`src/hbs_pkg.sv`:
```
/*
 * hbs_pkg: constants, register map and state encoding for the hoist brake sequencer.
 * assumes a 100 MHz system clock; all times are programmed in 10 ms ticks.
 */
package hbs_pkg;
    // ****************************************************************
    // timing
    // ****************************************************************
    localparam int CLK_MHZ = 100;
    localparam int TICK_MS = 10;
    localparam int TICK_CYCLES = CLK_MHZ * 1000 * TICK_MS;
    localparam logic [19:0] TICK_LAST = 20'(TICK_CYCLES - 1);
    // ****************************************************************
    // default times in 10 ms ticks
    // ****************************************************************
    localparam logic [15:0] START_INJ_RST = 16'h001E;
    localparam logic [15:0] STOP_INJ_RST = 16'h003C;
    localparam logic [15:0] BRAKE_OPEN_RST = 16'h0014;
    localparam logic [15:0] BRAKE_CLOSE_RST = 16'h000A;
    localparam logic [15:0] RUN_DELAY_RST = 16'h000A;
    localparam logic [15:0] CONT_OPEN_RST = 16'h000A;
    // ****************************************************************
    // function codes
    // ****************************************************************
    localparam logic [7:0] FN_BRAKE_RELEASE = 8'h28;
    localparam logic [7:0] FN_CONT_CLOSE = 8'h29;
    localparam logic [7:0] FN_NOMINAL = 8'h50;
    localparam logic [7:0] FN_INTERMED = 8'h51;
    localparam logic [7:0] FN_RELEVEL = 8'h52;
    localparam logic [7:0] FN_LEVELING = 8'h53;
    localparam logic [7:0] FN_CONT_CONFIRM = 8'h56;
    localparam logic [7:0] FN_SPEED_REF = 8'h00;
    localparam logic [7:0] FN_TORQUE_COMP = 8'h0E;
    // ****************************************************************
    // register offsets
    // ****************************************************************
    localparam logic [7:0] REG_START_INJ = 8'h00;
    localparam logic [7:0] REG_STOP_INJ = 8'h04;
    localparam logic [7:0] REG_BRAKE_OPEN = 8'h08;
    localparam logic [7:0] REG_BRAKE_CLOSE = 8'h0C;
    localparam logic [7:0] REG_RUN_DELAY = 8'h10;
    localparam logic [7:0] REG_CONT_OPEN = 8'h14;
    localparam logic [7:0] REG_IN_SEL = 8'h18;
    localparam logic [7:0] REG_OUT_SEL = 8'h1C;
    localparam logic [7:0] REG_ANA_SEL = 8'h20;
    localparam logic [7:0] REG_SPEED = 8'h24;
    localparam logic [7:0] REG_STATUS = 8'h28;
    localparam logic [39:0] IN_SEL_RST = 40'h0053525150;
    localparam logic [23:0] OUT_SEL_RST = 24'h002928;
    localparam logic [23:0] ANA_SEL_RST = 24'h000000;
    localparam logic [15:0] SPD_NOM_RST = 16'h1000;
    localparam logic [15:0] SPD_LEV_RST = 16'h0100;
    localparam logic [15:0] ACC_STEP_RST = 16'h0001;
    localparam logic [1:0] RESP_OKAY = 2'b00;
    localparam logic [1:0] RESP_SLVERR = 2'b10;
    // ****************************************************************
    // sequence states
    // ****************************************************************
    typedef enum logic [9:0] {
        HBS_IDLE = 10'h001,
        HBS_CONT = 10'h002,
        HBS_RUNDLY = 10'h004,
        HBS_HOLD = 10'h008,
        HBS_ACCEL = 10'h010,
        HBS_LEVEL = 10'h020,
        HBS_DECEL = 10'h040,
        HBS_STOPINJ = 10'h080,
        HBS_OFF = 10'h100,
        HBS_OPEN = 10'h200
    } hbs_state_t;
endpackage

```
`src/hbs_top.sv`:
```
/*
 * hbs_top: brake sequence without start torque compensation, AXI4-Lite register slave.
 * assumes the elevator controller drives direction, output block and digital inputs
 * asynchronously; all but mf_in[4], which is never read, pass a two-stage synchroniser.
 */
`timescale 1ns/1ps
module hbs_top
    import hbs_pkg::*;
(
    input wire logic aclk, // system clock
    input wire logic aresetn, // synchronous reset, active low
    input wire logic [7:0] s_axi_awaddr, // write address
    input wire logic s_axi_awvalid, // write address valid
    output logic s_axi_awready, // write address ready
    input wire logic [31:0] s_axi_wdata, // write data
    input wire logic [3:0] s_axi_wstrb, // write strobes
    input wire logic s_axi_wvalid, // write data valid
    output logic s_axi_wready, // write data ready
    output logic [1:0] s_axi_bresp, // write response
    output logic s_axi_bvalid, // write response valid
    input wire logic s_axi_bready, // write response ready
    input wire logic [7:0] s_axi_araddr, // read address
    input wire logic s_axi_arvalid, // read address valid
    output logic s_axi_arready, // read address ready
    output logic [31:0] s_axi_rdata, // read data
    output logic [1:0] s_axi_rresp, // read response
    output logic s_axi_rvalid, // read data valid
    input wire logic s_axi_rready, // read data ready
    input wire logic dir_fwd, // forward direction command
    input wire logic dir_rev, // reverse direction command
    input wire logic hw_block_n, // hardware output block, low prevents a start; not read from HBS_CONT through HBS_OFF
    input wire logic [4:0] mf_in, // multi-function digital inputs
    output logic [2:0] mf_out, // multi-function digital outputs
    output logic output_enable, // output stage enabled
    output logic zero_hold, // dc injection / zero servo active
    output logic [15:0] speed_out // speed reference to motor control
);
    typedef struct packed {
        hbs_state_t st;
        logic [19:0] pre;
        logic [15:0] tmr;
        logic [15:0] tmr2;
        logic [15:0] spd;
        logic brk, cont, oen, hold;
        logic [15:0] t_sinj, t_pinj, t_bo, t_bc, t_rd, t_co;
        logic [39:0] in_sel;
        logic [23:0] out_sel;
        logic [23:0] ana_sel;
        logic [15:0] spd_nom, spd_lev, acc;
        logic aw_got, w_got;
        logic [7:0] awaddr;
        logic [31:0] wdata;
        logic [3:0] wstrb;
        logic bvalid;
        logic [1:0] bresp;
        logic rvalid;
        logic [31:0] rdata;
        logic [1:0] rresp;
        logic [6:0] s1, s2;
        logic [2:0] mfo;
    } hbs_regs_t;
    hbs_regs_t q_r, q_nxt;
    // ****************************************************************
    // helpers
    // ****************************************************************
    // true when any of the five inputs that is set in v is programmed with the given code
    function automatic logic fn_in(input logic [39:0] sel, input logic [4:0] v,
                                   input logic [7:0] code);
        logic r;
        r = 1'b0;
        for (int i = 0; i < 5; i++) begin
            if (sel[i*8 +: 8] == code && v[i]) begin
                r = 1'b1;
            end
        end
        return r;
    endfunction
    function automatic logic [31:0] wmerge(input logic [31:0] old, input logic [31:0] d,
                                           input logic [3:0] s);
        logic [31:0] r;
        r = old;
        for (int i = 0; i < 4; i++) begin
            if (s[i]) begin
                r[i*8 +: 8] = d[i*8 +: 8];
            end
        end
        return r;
    endfunction
    function automatic logic [15:0] step(input logic [15:0] cur, input logic [15:0] tgt,
                                         input logic [15:0] a);
        logic [15:0] r;
        r = tgt;
        if (cur < tgt && tgt - cur > a) begin
            r = cur + a;
        end else if (cur > tgt && cur - tgt > a) begin
            r = cur - a;
        end
        return r;
    endfunction
    // register word at a byte address; bit 32 is set when the address is mapped
    function automatic logic [32:0] reg_rd(input hbs_regs_t q, input logic [7:0] a);
        logic [32:0] r;
        r = {1'b1, 32'h00000000};
        case (a)
            REG_START_INJ: r[31:0] = {16'h0000, q.t_sinj};
            REG_STOP_INJ: r[31:0] = {16'h0000, q.t_pinj};
            REG_BRAKE_OPEN: r[31:0] = {16'h0000, q.t_bo};
            REG_BRAKE_CLOSE: r[31:0] = {16'h0000, q.t_bc};
            REG_RUN_DELAY: r[31:0] = {16'h0000, q.t_rd};
            REG_CONT_OPEN: r[31:0] = {16'h0000, q.t_co};
            REG_IN_SEL: r[31:0] = q.in_sel[31:0];
            REG_OUT_SEL: r[31:0] = {8'h00, q.out_sel};
            REG_ANA_SEL: r[31:0] = {8'h00, q.ana_sel};
            REG_SPEED: r[31:0] = {q.spd_lev, q.spd_nom};
            REG_STATUS: r[31:0] = {6'h00, q.st, q.spd};
            default: r[32] = 1'b0;
        endcase
        return r;
    endfunction
    logic dir, blk_ok, confirm_cfg, confirm, lev, nom, itm, rel, ana_ok, tick;
    logic [15:0] sel_spd, tgt;
    logic [31:0] rd_val, wr_old, wr_new;
    logic wr_hit, rd_hit;
    always_comb begin
        q_nxt = q_r;
        // ****************************************************************
        // input synchronisers
        // ****************************************************************
        q_nxt.s1 = {dir_fwd, dir_rev, hw_block_n, mf_in[3:0]};
        q_nxt.s2 = q_r.s1;
        dir = q_r.s2[6] ^ q_r.s2[5];
        blk_ok = q_r.s2[4];
        // ****************************************************************
        // speed selection
        // ****************************************************************
        nom = fn_in(q_r.in_sel, {1'b0, q_r.s2[3:0]}, FN_NOMINAL);
        itm = fn_in(q_r.in_sel, {1'b0, q_r.s2[3:0]}, FN_INTERMED);
        rel = fn_in(q_r.in_sel, {1'b0, q_r.s2[3:0]}, FN_RELEVEL);
        lev = fn_in(q_r.in_sel, {1'b0, q_r.s2[3:0]}, FN_LEVELING);
        confirm_cfg = fn_in(q_r.in_sel, 5'h1F, FN_CONT_CONFIRM);
        confirm = fn_in(q_r.in_sel, {1'b0, q_r.s2[3:0]}, FN_CONT_CONFIRM);
        sel_spd = (nom | itm | rel) ? q_r.spd_nom : 16'h0000;
        ana_ok = q_r.ana_sel[7:0] == FN_SPEED_REF && q_r.ana_sel[15:8] != FN_TORQUE_COMP
                 && q_r.ana_sel[23:16] != FN_TORQUE_COMP;
        // ****************************************************************
        // timers
        // ****************************************************************
        tick = q_r.pre == TICK_LAST;
        q_nxt.pre = tick ? 20'h00000 : q_r.pre + 20'h00001;
        q_nxt.tmr = (tick && q_r.tmr != 16'h0000) ? q_r.tmr - 16'h0001 : q_r.tmr;
        q_nxt.tmr2 = (tick && q_r.tmr2 != 16'h0000) ? q_r.tmr2 - 16'h0001 : q_r.tmr2;
        tgt = lev ? q_r.spd_lev : sel_spd;
        // ****************************************************************
        // sequence
        // ****************************************************************
        case (q_r.st)
            HBS_IDLE: begin
                if (dir && blk_ok && (sel_spd != 16'h0000 || lev) && ana_ok) begin
                    q_nxt.cont = 1'b1;
                    q_nxt.tmr = q_r.t_rd;
                    q_nxt.pre = 20'h00000;
                    q_nxt.st = HBS_CONT;
                end
            end
            HBS_CONT: begin
                if (confirm_cfg ? confirm : q_r.tmr == 16'h0000) begin
                    q_nxt.tmr = q_r.t_rd;
                    q_nxt.st = HBS_RUNDLY;
                end
            end
            HBS_RUNDLY: begin
                if (q_r.tmr == 16'h0000 || !confirm_cfg) begin
                    q_nxt.oen = 1'b1;
                    q_nxt.hold = 1'b1;
                    q_nxt.tmr = q_r.t_bo;
                    q_nxt.tmr2 = q_r.t_sinj > q_r.t_bo ? q_r.t_sinj : q_r.t_bo;
                    q_nxt.st = HBS_HOLD;
                end
            end
            HBS_HOLD: begin
                if (q_r.tmr == 16'h0000) begin
                    q_nxt.brk = 1'b1;
                end
                if (q_r.tmr == 16'h0000 && q_r.tmr2 == 16'h0000) begin
                    q_nxt.hold = 1'b0;
                    q_nxt.st = HBS_ACCEL;
                end
            end
            HBS_ACCEL: begin
                q_nxt.spd = step(q_r.spd, tgt, q_r.acc);
                if (lev) begin
                    q_nxt.st = HBS_LEVEL;
                end
            end
            HBS_LEVEL: begin
                q_nxt.spd = step(q_r.spd, q_r.spd_lev, q_r.acc);
                if (!lev) begin
                    q_nxt.st = HBS_DECEL;
                end
            end
            HBS_DECEL: begin
                q_nxt.spd = step(q_r.spd, 16'h0000, q_r.acc);
                if (q_r.spd == 16'h0000) begin
                    q_nxt.hold = 1'b1;
                    q_nxt.tmr = q_r.t_bc;
                    q_nxt.tmr2 = q_r.t_pinj;
                    q_nxt.pre = 20'h00000;
                    q_nxt.st = HBS_STOPINJ;
                end
            end
            HBS_STOPINJ: begin
                if (q_r.tmr == 16'h0000) begin
                    q_nxt.brk = 1'b0;
                end
                if (q_r.tmr == 16'h0000 && q_r.tmr2 == 16'h0000) begin
                    q_nxt.oen = 1'b0;
                    q_nxt.hold = 1'b0;
                    q_nxt.tmr = q_r.t_co;
                    q_nxt.st = HBS_OFF;
                end
            end
            HBS_OFF: begin
                if (q_r.tmr == 16'h0000) begin
                    q_nxt.cont = 1'b0;
                    q_nxt.st = HBS_OPEN;
                end
            end
            HBS_OPEN: begin
                // wait for the controller to drop direction or block the output
                if (!dir || !blk_ok) begin
                    q_nxt.st = HBS_IDLE;
                end
            end
            default: begin
                q_nxt.st = HBS_IDLE;
            end
        endcase
        // ****************************************************************
        // multi-function outputs
        // ****************************************************************
        for (int i = 0; i < 3; i++) begin
            q_nxt.mfo[i] = (q_r.out_sel[i*8 +: 8] == FN_BRAKE_RELEASE && q_nxt.brk)
                || (q_r.out_sel[i*8 +: 8] == FN_CONT_CLOSE && q_nxt.cont);
        end
        // ****************************************************************
        // axi4-lite slave
        // ****************************************************************
        if (s_axi_awvalid && s_axi_awready) begin
            q_nxt.aw_got = 1'b1;
            q_nxt.awaddr = s_axi_awaddr;
        end
        if (s_axi_wvalid && s_axi_wready) begin
            q_nxt.w_got = 1'b1;
            q_nxt.wdata = s_axi_wdata;
            q_nxt.wstrb = s_axi_wstrb;
        end
        {wr_hit, wr_old} = reg_rd(q_r, q_r.awaddr);
        if (q_r.awaddr == REG_STATUS) begin
            wr_hit = 1'b0;
        end
        wr_new = wmerge(wr_old, q_r.wdata, q_r.wstrb);
        if (q_r.aw_got && q_r.w_got && !q_r.bvalid) begin
            q_nxt.aw_got = 1'b0;
            q_nxt.w_got = 1'b0;
            q_nxt.bvalid = 1'b1;
            q_nxt.bresp = wr_hit ? RESP_OKAY : RESP_SLVERR;
            case (q_r.awaddr)
                REG_START_INJ: q_nxt.t_sinj = wr_new[15:0];
                REG_STOP_INJ: q_nxt.t_pinj = wr_new[15:0];
                REG_BRAKE_OPEN: q_nxt.t_bo = wr_new[15:0];
                REG_BRAKE_CLOSE: q_nxt.t_bc = wr_new[15:0];
                REG_RUN_DELAY: q_nxt.t_rd = wr_new[15:0];
                REG_CONT_OPEN: q_nxt.t_co = wr_new[15:0];
                REG_IN_SEL: q_nxt.in_sel[31:0] = wr_new;
                REG_OUT_SEL: q_nxt.out_sel = wr_new[23:0];
                REG_ANA_SEL: q_nxt.ana_sel = wr_new[23:0];
                REG_SPEED: {q_nxt.spd_lev, q_nxt.spd_nom} = wr_new;
                default: ;
            endcase
        end
        if (q_r.bvalid && s_axi_bready) begin
            q_nxt.bvalid = 1'b0;
        end
        {rd_hit, rd_val} = reg_rd(q_r, s_axi_araddr);
        if (s_axi_arvalid && s_axi_arready) begin
            q_nxt.rvalid = 1'b1;
            q_nxt.rdata = rd_val;
            q_nxt.rresp = rd_hit ? RESP_OKAY : RESP_SLVERR;
        end
        if (q_r.rvalid && s_axi_rready) begin
            q_nxt.rvalid = 1'b0;
        end
    end
    always_ff @(posedge aclk) begin
        if (!aresetn) begin
            q_r <= '{st: HBS_IDLE, t_sinj: START_INJ_RST, t_pinj: STOP_INJ_RST,
                t_bo: BRAKE_OPEN_RST, t_bc: BRAKE_CLOSE_RST, t_rd: RUN_DELAY_RST,
                t_co: CONT_OPEN_RST, in_sel: IN_SEL_RST, out_sel: OUT_SEL_RST,
                ana_sel: ANA_SEL_RST, spd_nom: SPD_NOM_RST, spd_lev: SPD_LEV_RST,
                acc: ACC_STEP_RST, default: '0};
        end else begin
            q_r <= q_nxt;
        end
    end
    assign s_axi_awready = !q_r.aw_got;
    assign s_axi_wready = !q_r.w_got;
    assign s_axi_bvalid = q_r.bvalid;
    assign s_axi_bresp = q_r.bresp;
    assign s_axi_arready = !q_r.rvalid;
    assign s_axi_rvalid = q_r.rvalid;
    assign s_axi_rdata = q_r.rdata;
    assign s_axi_rresp = q_r.rresp;
    assign mf_out = q_r.mfo;
    assign output_enable = q_r.oen;
    assign zero_hold = q_r.hold;
    assign speed_out = q_r.spd;
endmodule

```
`config.mk`:
```
export PLATFORM = sky130hd
export DESIGN_NAME = hbs_top
export DESIGN_NICKNAME = d
export VERILOG_FILES = /design/src/hbs_pkg.sv /design/src/hbs_top.sv
export SDC_FILE = /design/constraint.sdc
export NUM_CORES = 1
export LEC_CHECK = 0
export ABC_AREA = 0
export BUFFER_PORTS_ARGS = -buffer_cell sky130_fd_sc_hd__buf_2
export CAP_MARGIN = 40
export CORE_UTILIZATION = 40
export DETAILED_ROUTE_END_ITERATION = 10
export GPL_TIMING_DRIVEN = 0
export PLACE_DENSITY_LB_ADDON = 0.25
export SYNTH_ARGS = -nofsm -noshare
export SYNTH_HDL_FRONTEND = slang
export SYNTH_SLANG_ARGS = --single-unit
```
`constraint.sdc`:
```
create_clock -name aclk -period 9.11 [get_ports aclk]
set_clock_uncertainty 0.15 [all_clocks]
set_input_delay 0.911 -clock aclk [delete_from_list [all_inputs] [get_ports aclk]]
set_output_delay 0.911 -clock aclk [all_outputs]
set_load 0.01 [all_outputs]
```
# After elaboration in Yosys (flattened, before gate mapping)
# Index checks and enable logic that the tools add are counted.
dict set report totals {
  register_bits 391
  latch_bits 0
  mem_bits_rw 0
  mem_bits_ro 0
  elab_cells 297
  n_memories 0
}
dict set report classes {
  n_addsub 10
  mul 0
  n_div 0
  n_lt_le_gt_ge 13
  n_eq_ne 69
  shifts 0
  muxes 78
  bitwise_logic 4
  reduce_logical 90
}
# op n
set ops {}
lappend ops {{32-bit one-hot mux with 11 select lines} 1}
lappend ops {{32-bit one-hot mux with 9 select lines} 1}
lappend ops {{16-bit two-way mux} 13}
lappend ops {{8-bit by 7-bit == test with 1-bit output, second input constant} 20}
lappend ops {{16-bit by 1-bit greater-than comparator with 1-bit output, second input constant} 7}
lappend ops {{10-bit one-hot mux with 10 select lines} 1}
lappend ops {{8-bit by 6-bit == test with 1-bit output, second input constant} 12}
lappend ops {{10-bit two-way mux} 8}
lappend ops {{16-bit one-hot mux with 5 select lines} 1}
lappend ops {{8-bit by 5-bit == test with 1-bit output, second input constant} 8}
lappend ops {{16-bit subtractor} 4}
lappend ops {{62-bit two-way mux} 1}
lappend ops {{16-bit greater-than comparator} 3}
lappend ops {{16-bit logical NOT} 3}
lappend ops {{16-bit one-hot mux with 3 select lines} 1}
lappend ops {{16-bit nonzero test} 3}
lappend ops {{16-bit by 1-bit subtractor with 16-bit output, second input constant} 3}
lappend ops {{1-bit logical AND} 47}
lappend ops {{46-bit two-way mux} 1}
lappend ops {{20-bit one-hot mux with 2 select lines} 1}
lappend ops {{1-bit two-way mux} 34}
lappend ops {{8-bit by 4-bit == test with 1-bit output, second input constant} 4}
lappend ops {{16-bit less-than comparator} 2}
lappend ops {{32-bit two-way mux} 1}
lappend ops {{other kinds (40)} 84}

# Logic depth before layout (Yosys ltp)
dict set report logic_depth {
  ltp_word 17
  mapped_depth 24
}

# Worst setup path before layout
# Ideal clock, no wire load.
dict set report synth_timing {
  path_type {register -> register}
  startpoint {reg q_r[213] (netlist name)}
  endpoint {reg q_r, in the netlist speed_out[4]}
  setup_time_ns 0.132
  arrival_time_ns 4.853
  path_slack_ns 3.975
  path_stages_with_launch 23
  n_path_buf 4
  period_less_slack_ns 5.135
  cell_sequence {dfxtp_1 -> nand2_1 -> and3_1 -> a22o_1 -> a211o_2 -> buf_6 -> and2_0 -> clkbuf_1 -> a22oi_1 -> inv_1 -> ha_1 -> clkbuf_1 -> inv_1 -> a2111oi_0 -> o2111ai_1 -> or4b_2 -> nor4_1 -> nand4_1 -> nand2_1 -> nor2_1 -> clkbuf_1 -> a221oi_1 -> a31oi_1}
}
dict set report synth_between {
  elab_chain_cells 14
}
# element line
set synth_rtl {}
lappend synth_rtl {{start, declared} hbs_top.sv:62} ;# hbs_regs_t q_r, q_nxt;
lappend synth_rtl {{start signal, assigned} hbs_top.sv:296} ;# q_r <= '{st: HBS_IDLE, t_sinj: START_INJ_RST, t_pinj: STOP_INJ_RST,
lappend synth_rtl {{start signal, assigned} hbs_top.sv:302} ;# q_r <= q_nxt;
lappend synth_rtl {{8-bit by 7-bit == test with 1-bit output} hbs_top.sv:72} ;# if (sel[i*8 +: 8] == code && v[i]) begin
lappend synth_rtl {{1-bit logical AND} hbs_top.sv:72}
lappend synth_rtl {{1-bit two-way mux (2 in a row)} hbs_top.sv:72}
lappend synth_rtl {{1-bit OR (2 in a row)} hbs_top.sv:142} ;# sel_spd = (nom | itm | rel) ? q_r.spd_nom : 16'h0000;
lappend synth_rtl {{16-bit two-way mux} hbs_top.sv:142}
lappend synth_rtl {{16-bit two-way mux *} hbs_top.sv:152} ;# tgt = lev ? q_r.spd_lev : sel_spd;
lappend synth_rtl {{16-bit subtractor} hbs_top.sv:95} ;# end else if (cur > tgt && cur - tgt > a) begin
lappend synth_rtl {{16-bit by 1-bit greater-than comparator with 1-bit output} hbs_top.sv:95}
lappend synth_rtl {{1-bit logical AND} hbs_top.sv:95}
lappend synth_rtl {{16-bit two-way mux} hbs_top.sv:95}
lappend synth_rtl {{16-bit two-way mux *} hbs_top.sv:93} ;# if (cur < tgt && tgt - cur > a) begin
lappend synth_rtl {{16-bit one-hot mux with 3 select lines *} hbs_top.sv:156} ;# case (q_r.st)
# Mark *: on every way between the ends. The rest lies on a longest branch, timed or not.
# A chain may end at the register's enable or synchronous reset.

# Final worst setup path
dict set report layout_timing {
  startpoint {reg q_r[209] (netlist name)}
  endpoint {reg q_r, in the netlist speed_out[15]}
}
dict set report layout_between {
  elab_chain_cells 15
}
# element line
set layout_rtl {}
lappend layout_rtl {{8-bit by 7-bit == test with 1-bit output} hbs_top.sv:72}
lappend layout_rtl {{1-bit logical AND} hbs_top.sv:72}
lappend layout_rtl {{1-bit two-way mux (3 in a row)} hbs_top.sv:72}
lappend layout_rtl {{1-bit OR (2 in a row)} hbs_top.sv:142}
lappend layout_rtl {{16-bit two-way mux} hbs_top.sv:142}
lappend layout_rtl {{16-bit two-way mux *} hbs_top.sv:152}
lappend layout_rtl {{16-bit subtractor} hbs_top.sv:95}
lappend layout_rtl {{16-bit by 1-bit greater-than comparator with 1-bit output} hbs_top.sv:95}
lappend layout_rtl {{1-bit logical AND} hbs_top.sv:95}
lappend layout_rtl {{16-bit two-way mux} hbs_top.sv:95}
lappend layout_rtl {{16-bit two-way mux *} hbs_top.sv:93}
lappend layout_rtl {{16-bit one-hot mux with 3 select lines *} hbs_top.sv:156}
# Marks and branches as above.

==> flow_summary.ini <==
[detailed_routing]
viasPerCell = 6.25
via_count = 26200
ant_nets = 0
drtIter0Drc = 3475
wirelength_mm = 111
firstDrtPassIters = 11
post_drt_wl_per_cell_um = 26.6
drc = 0

[finish]
drive_above_1_share = 0.105
n_antenna_cell = 0
final_common_cell = nand2_1
design_area_um2 = 28200
syn2layout_area_growth_pct = 14.5
final_cell_mix = nand2_1, dfxtp_1, o21ai_0
final_nets = 3524
fillers = 6095

[placement]
io_buffers = 124
placed_cell_area_um2 = 26600
gp_congestion = 1.11
hpwlAfterDp_mm = 88.2

[yosys]
synth.top_cell.area_share = 0.316
synth.area.top_cells = dfxtp_1, nand2_1, o21ai_0
syn_avg_cell_area_um2 = 7.78
ys_seq_elements = 389
yosysTopAreaCell = dfxtp_1
synth-main-ff-cell = dfxtp_1
synth.distinct_cells = 93
synth_edf_count = 0
synth_warnings = 0
synth_seq_area_share = 0.316
synth_area_um2 = 24600
async_reset_ff_frac = 0
synthCells = 3166

[worst_setup_path]
crit_fanout = 10
required_ns = 9.41
crit_path_end_kind = flop
critPathMaxStageDelay_ns = 0.66
worst_path_most_repeated_cell = clkbuf_1
worstPathArrival_ns = 7.48
reg2reg_to = speed_out[15]$_SDFFE_PN0P_
slowest_stage = or4b_2
worstRegToRegCells = 22
ff2ff_setup_slack_ns = 1.93
rr_startpoint = q_r[209]$_SDFFE_PN1P_
start_kind = flop
path_buf_inv = 5
crit_chain = nor3b_2 > and4b_4 > a31oi_4 > and2_4 > buf_8 > and2_0 > clkbuf_1 > a22oi_1 > inv_1 > ha_1 > clkbuf_1 > o22ai_1 > a2111oi_0 > o2111ai_1 > or4b_2 > nor4_1 > nand4_1 > nand2_1 > nor2_1 > clkbuf_1 > a211oi_1 > o211ai_1
crit_family = simple AND/OR/NAND/NOR gates
critPathKind = reg -> reg

[cts]
cts_made_buffers = 45
cts_buffer_depth = 3
postCtsSetupBuffers = 0
h-tree-depth = 2
clock_latency_ns = 0.61
path_clk_slew_ns = 0.06
cts-root-buf = clkbuf_16
cts_resized = 0
cts_hold_buf = 0
cts.sinks = 389
cts_tree = built

[global_route]
grt_overflow = 0
grt_max_degree = 14
grt_pass1_vias = 24300
grt_usage = 0.346
grt_pass1_wl_mm = 162
antenna_found_initial = 1

[floorplanning]
initial_core_util = 0.407
die_w_um = 250
core_um2 = 60600
num_io_pins = 129
die_area_um2 = 62600
rows = 90
die_h_um = 250

[sta]
period_minus_slack_ns = 7.18
worstMarginPinSlew_ns = 1.00
holdWs_ns = 0.285
clock.fmax_mhz = 139
rsz0062_at_grt = no
finalHoldViolCount = 0
finalSetupViolations = 0
finalSetupTns_ns = 0
fin_crit_sh = 0.788
drv_slew = 0
relSlewSlack = 0.330

[worst_hold_path]
min_path_type = reg -> reg
hold_path_end = blk_ok$_SDFF_PN0_
hold_path.startpoint = q_nxt[7]$_SDFF_PN0_
min_path_cells = 1

[run]
cap_viol_max_count = 0

[power_and_ir_drop]
vdd_drop_max_uv = 130
powerDensity_nw_per_um2 = 146
p_leak_nw = 11.0

[outcome]
status = finished clean
## flip-flops by register name (all words and copies together) (netlist names)
name and cells:
blk_ok 1, mf_out 3, speed_out 16, s_axi_bresp 1, s_axi_rdata 32, s_axi_bvalid 1, s_axi_rresp 1, q_r 324
s_axi_rvalid 1, q_nxt 7, output_enable 1, zero_hold 1
## cell usage after synthesis (9+ instances only)
master,number
nand2_1,450
dfxtp_1,389
o21ai_0,308
and2_1,203
clkbuf_1,190
nor2_1,187
a21oi_1,125
inv_1,103
ha_1,83
a222oi_1,82
nand3_1,77
a22oi_1,65
xnor2_1,65
o211ai_1,60
buf_4,56
a21boi_0,55
mux2i_1,50
a221oi_1,49
nor3_1,44
nor4_1,39
a22o_1,34
nor2b_1,32
nand2b_1,28
xor2_1,27
o21a_1,26
a211oi_1,24
and4_1,22
nand4_1,22
and3_1,21
or3_1,19
nor3b_1,17
a21o_1,16
o211ai_2,13
nand3b_1,9
nand4b_1,9
## final cells by class
type	count	area, µm²	area share
Buffer	260	1220	0.0432
Clock buffer	60	1300	0.0462
Clock inverter	20	299	0.0106
Inverter	105	394	0.0140
Multi-Input combinational cell	2413	15300	0.542
Sequential cell	389	7790	0.276
Tap cell	782	978	0.0347
Timing Repair Buffer	156	932	0.0330
## report_power, final
part / switching (mW) / internal, mW / leakage [nW]
registers: 0.0284 / 1.73 / 3.15
clock network: 0.789 / 1.18 / 0.791
logic: 0.259 / 0.132 / 7.02
## through the flow
stage | setup WS [ns] | power, mW | cells | util
4_1_cts | 2.18 | 4.12 | 4183 | 0.465
5_1_grt | 1.66 | 4.22 | 4185 | 0.466
3_3_place_gp | 2.22 | 2.15 | 4073 | 0.433
3_5_place_dp | 2.20 | 2.17 | 4103 | 0.439
6_report | 1.93 | 4.12 | 4185 | 0.466
2_1_floorplan | 3.98 | 2.00 | 3167 | -
## cells by family after synthesis
logic type / Yosys count / share of synthesized area
buffers and inverters: 365 / 0.0655
AOI/OAI and AO/OA: 965 / 0.273
adders and majority gates: 87 / 0.0454
muxes: 52 / 0.0212
and+or+nand+nor: 1215 / 0.246
xor gates and xnor gates: 92 / 0.0327
other: 1 / 0.000152
DFF: 389 / 0.316
## worst max-delay path by stage
stage	start	endpoint	cells past startpoint
2_1_floorplan	q_r[213]$_SDFFE_PN0P_	speed_out[4]$_SDFFE_PN0P_	22
3_3_place_gp	q_r[209]$_SDFFE_PN1P_	speed_out[15]$_SDFFE_PN0P_	22
3_5_place_dp	q_r[209]$_SDFFE_PN1P_	speed_out[15]$_SDFFE_PN0P_	22
4_1_cts	q_r[209]$_SDFFE_PN1P_	speed_out[15]$_SDFFE_PN0P_	22
5_1_grt	q_r[209]$_SDFFE_PN1P_	speed_out[15]$_SDFFE_PN0P_	22
6_report	q_r[209]$_SDFFE_PN1P_	speed_out[15]$_SDFFE_PN0P_	22
## worst register-to-register path, stage by stage (launching register included)
cell and delay [ns]:
dfxtp_1 0.56, nor3b_2 0.29, and4b_4 0.29, a31oi_4 0.15, and2_4 0.24, buf_8 0.15, and2_0 0.21, clkbuf_1 0.26
a22oi_1 0.47, inv_1 0.15, ha_1 0.38, clkbuf_1 0.36, o22ai_1 0.15, a2111oi_0 0.54, o2111ai_1 0.23, or4b_2 0.66
nor4_1 0.21, nand4_1 0.30, nand2_1 0.29, nor2_1 0.15, clkbuf_1 0.32, a211oi_1 0.46, o211ai_1 0.12
## layer usage
metal | wire [µm] | global-route usage | part of all wire | vias to the layer above
met4 | 8700 | 0.232 | 0.078 | 2
met5 | 13 | 0 | 0.00012 | -
met2 | 47400 | 0.529 | 0.43 | 1516
li1 | - | - | - | 11900
met3 | 11700 | 0.0712 | 0.11 | 384
met1 | 43600 | 0.439 | 0.39 | 12400
Note: power is estimated with default switching activity, not from simulation.
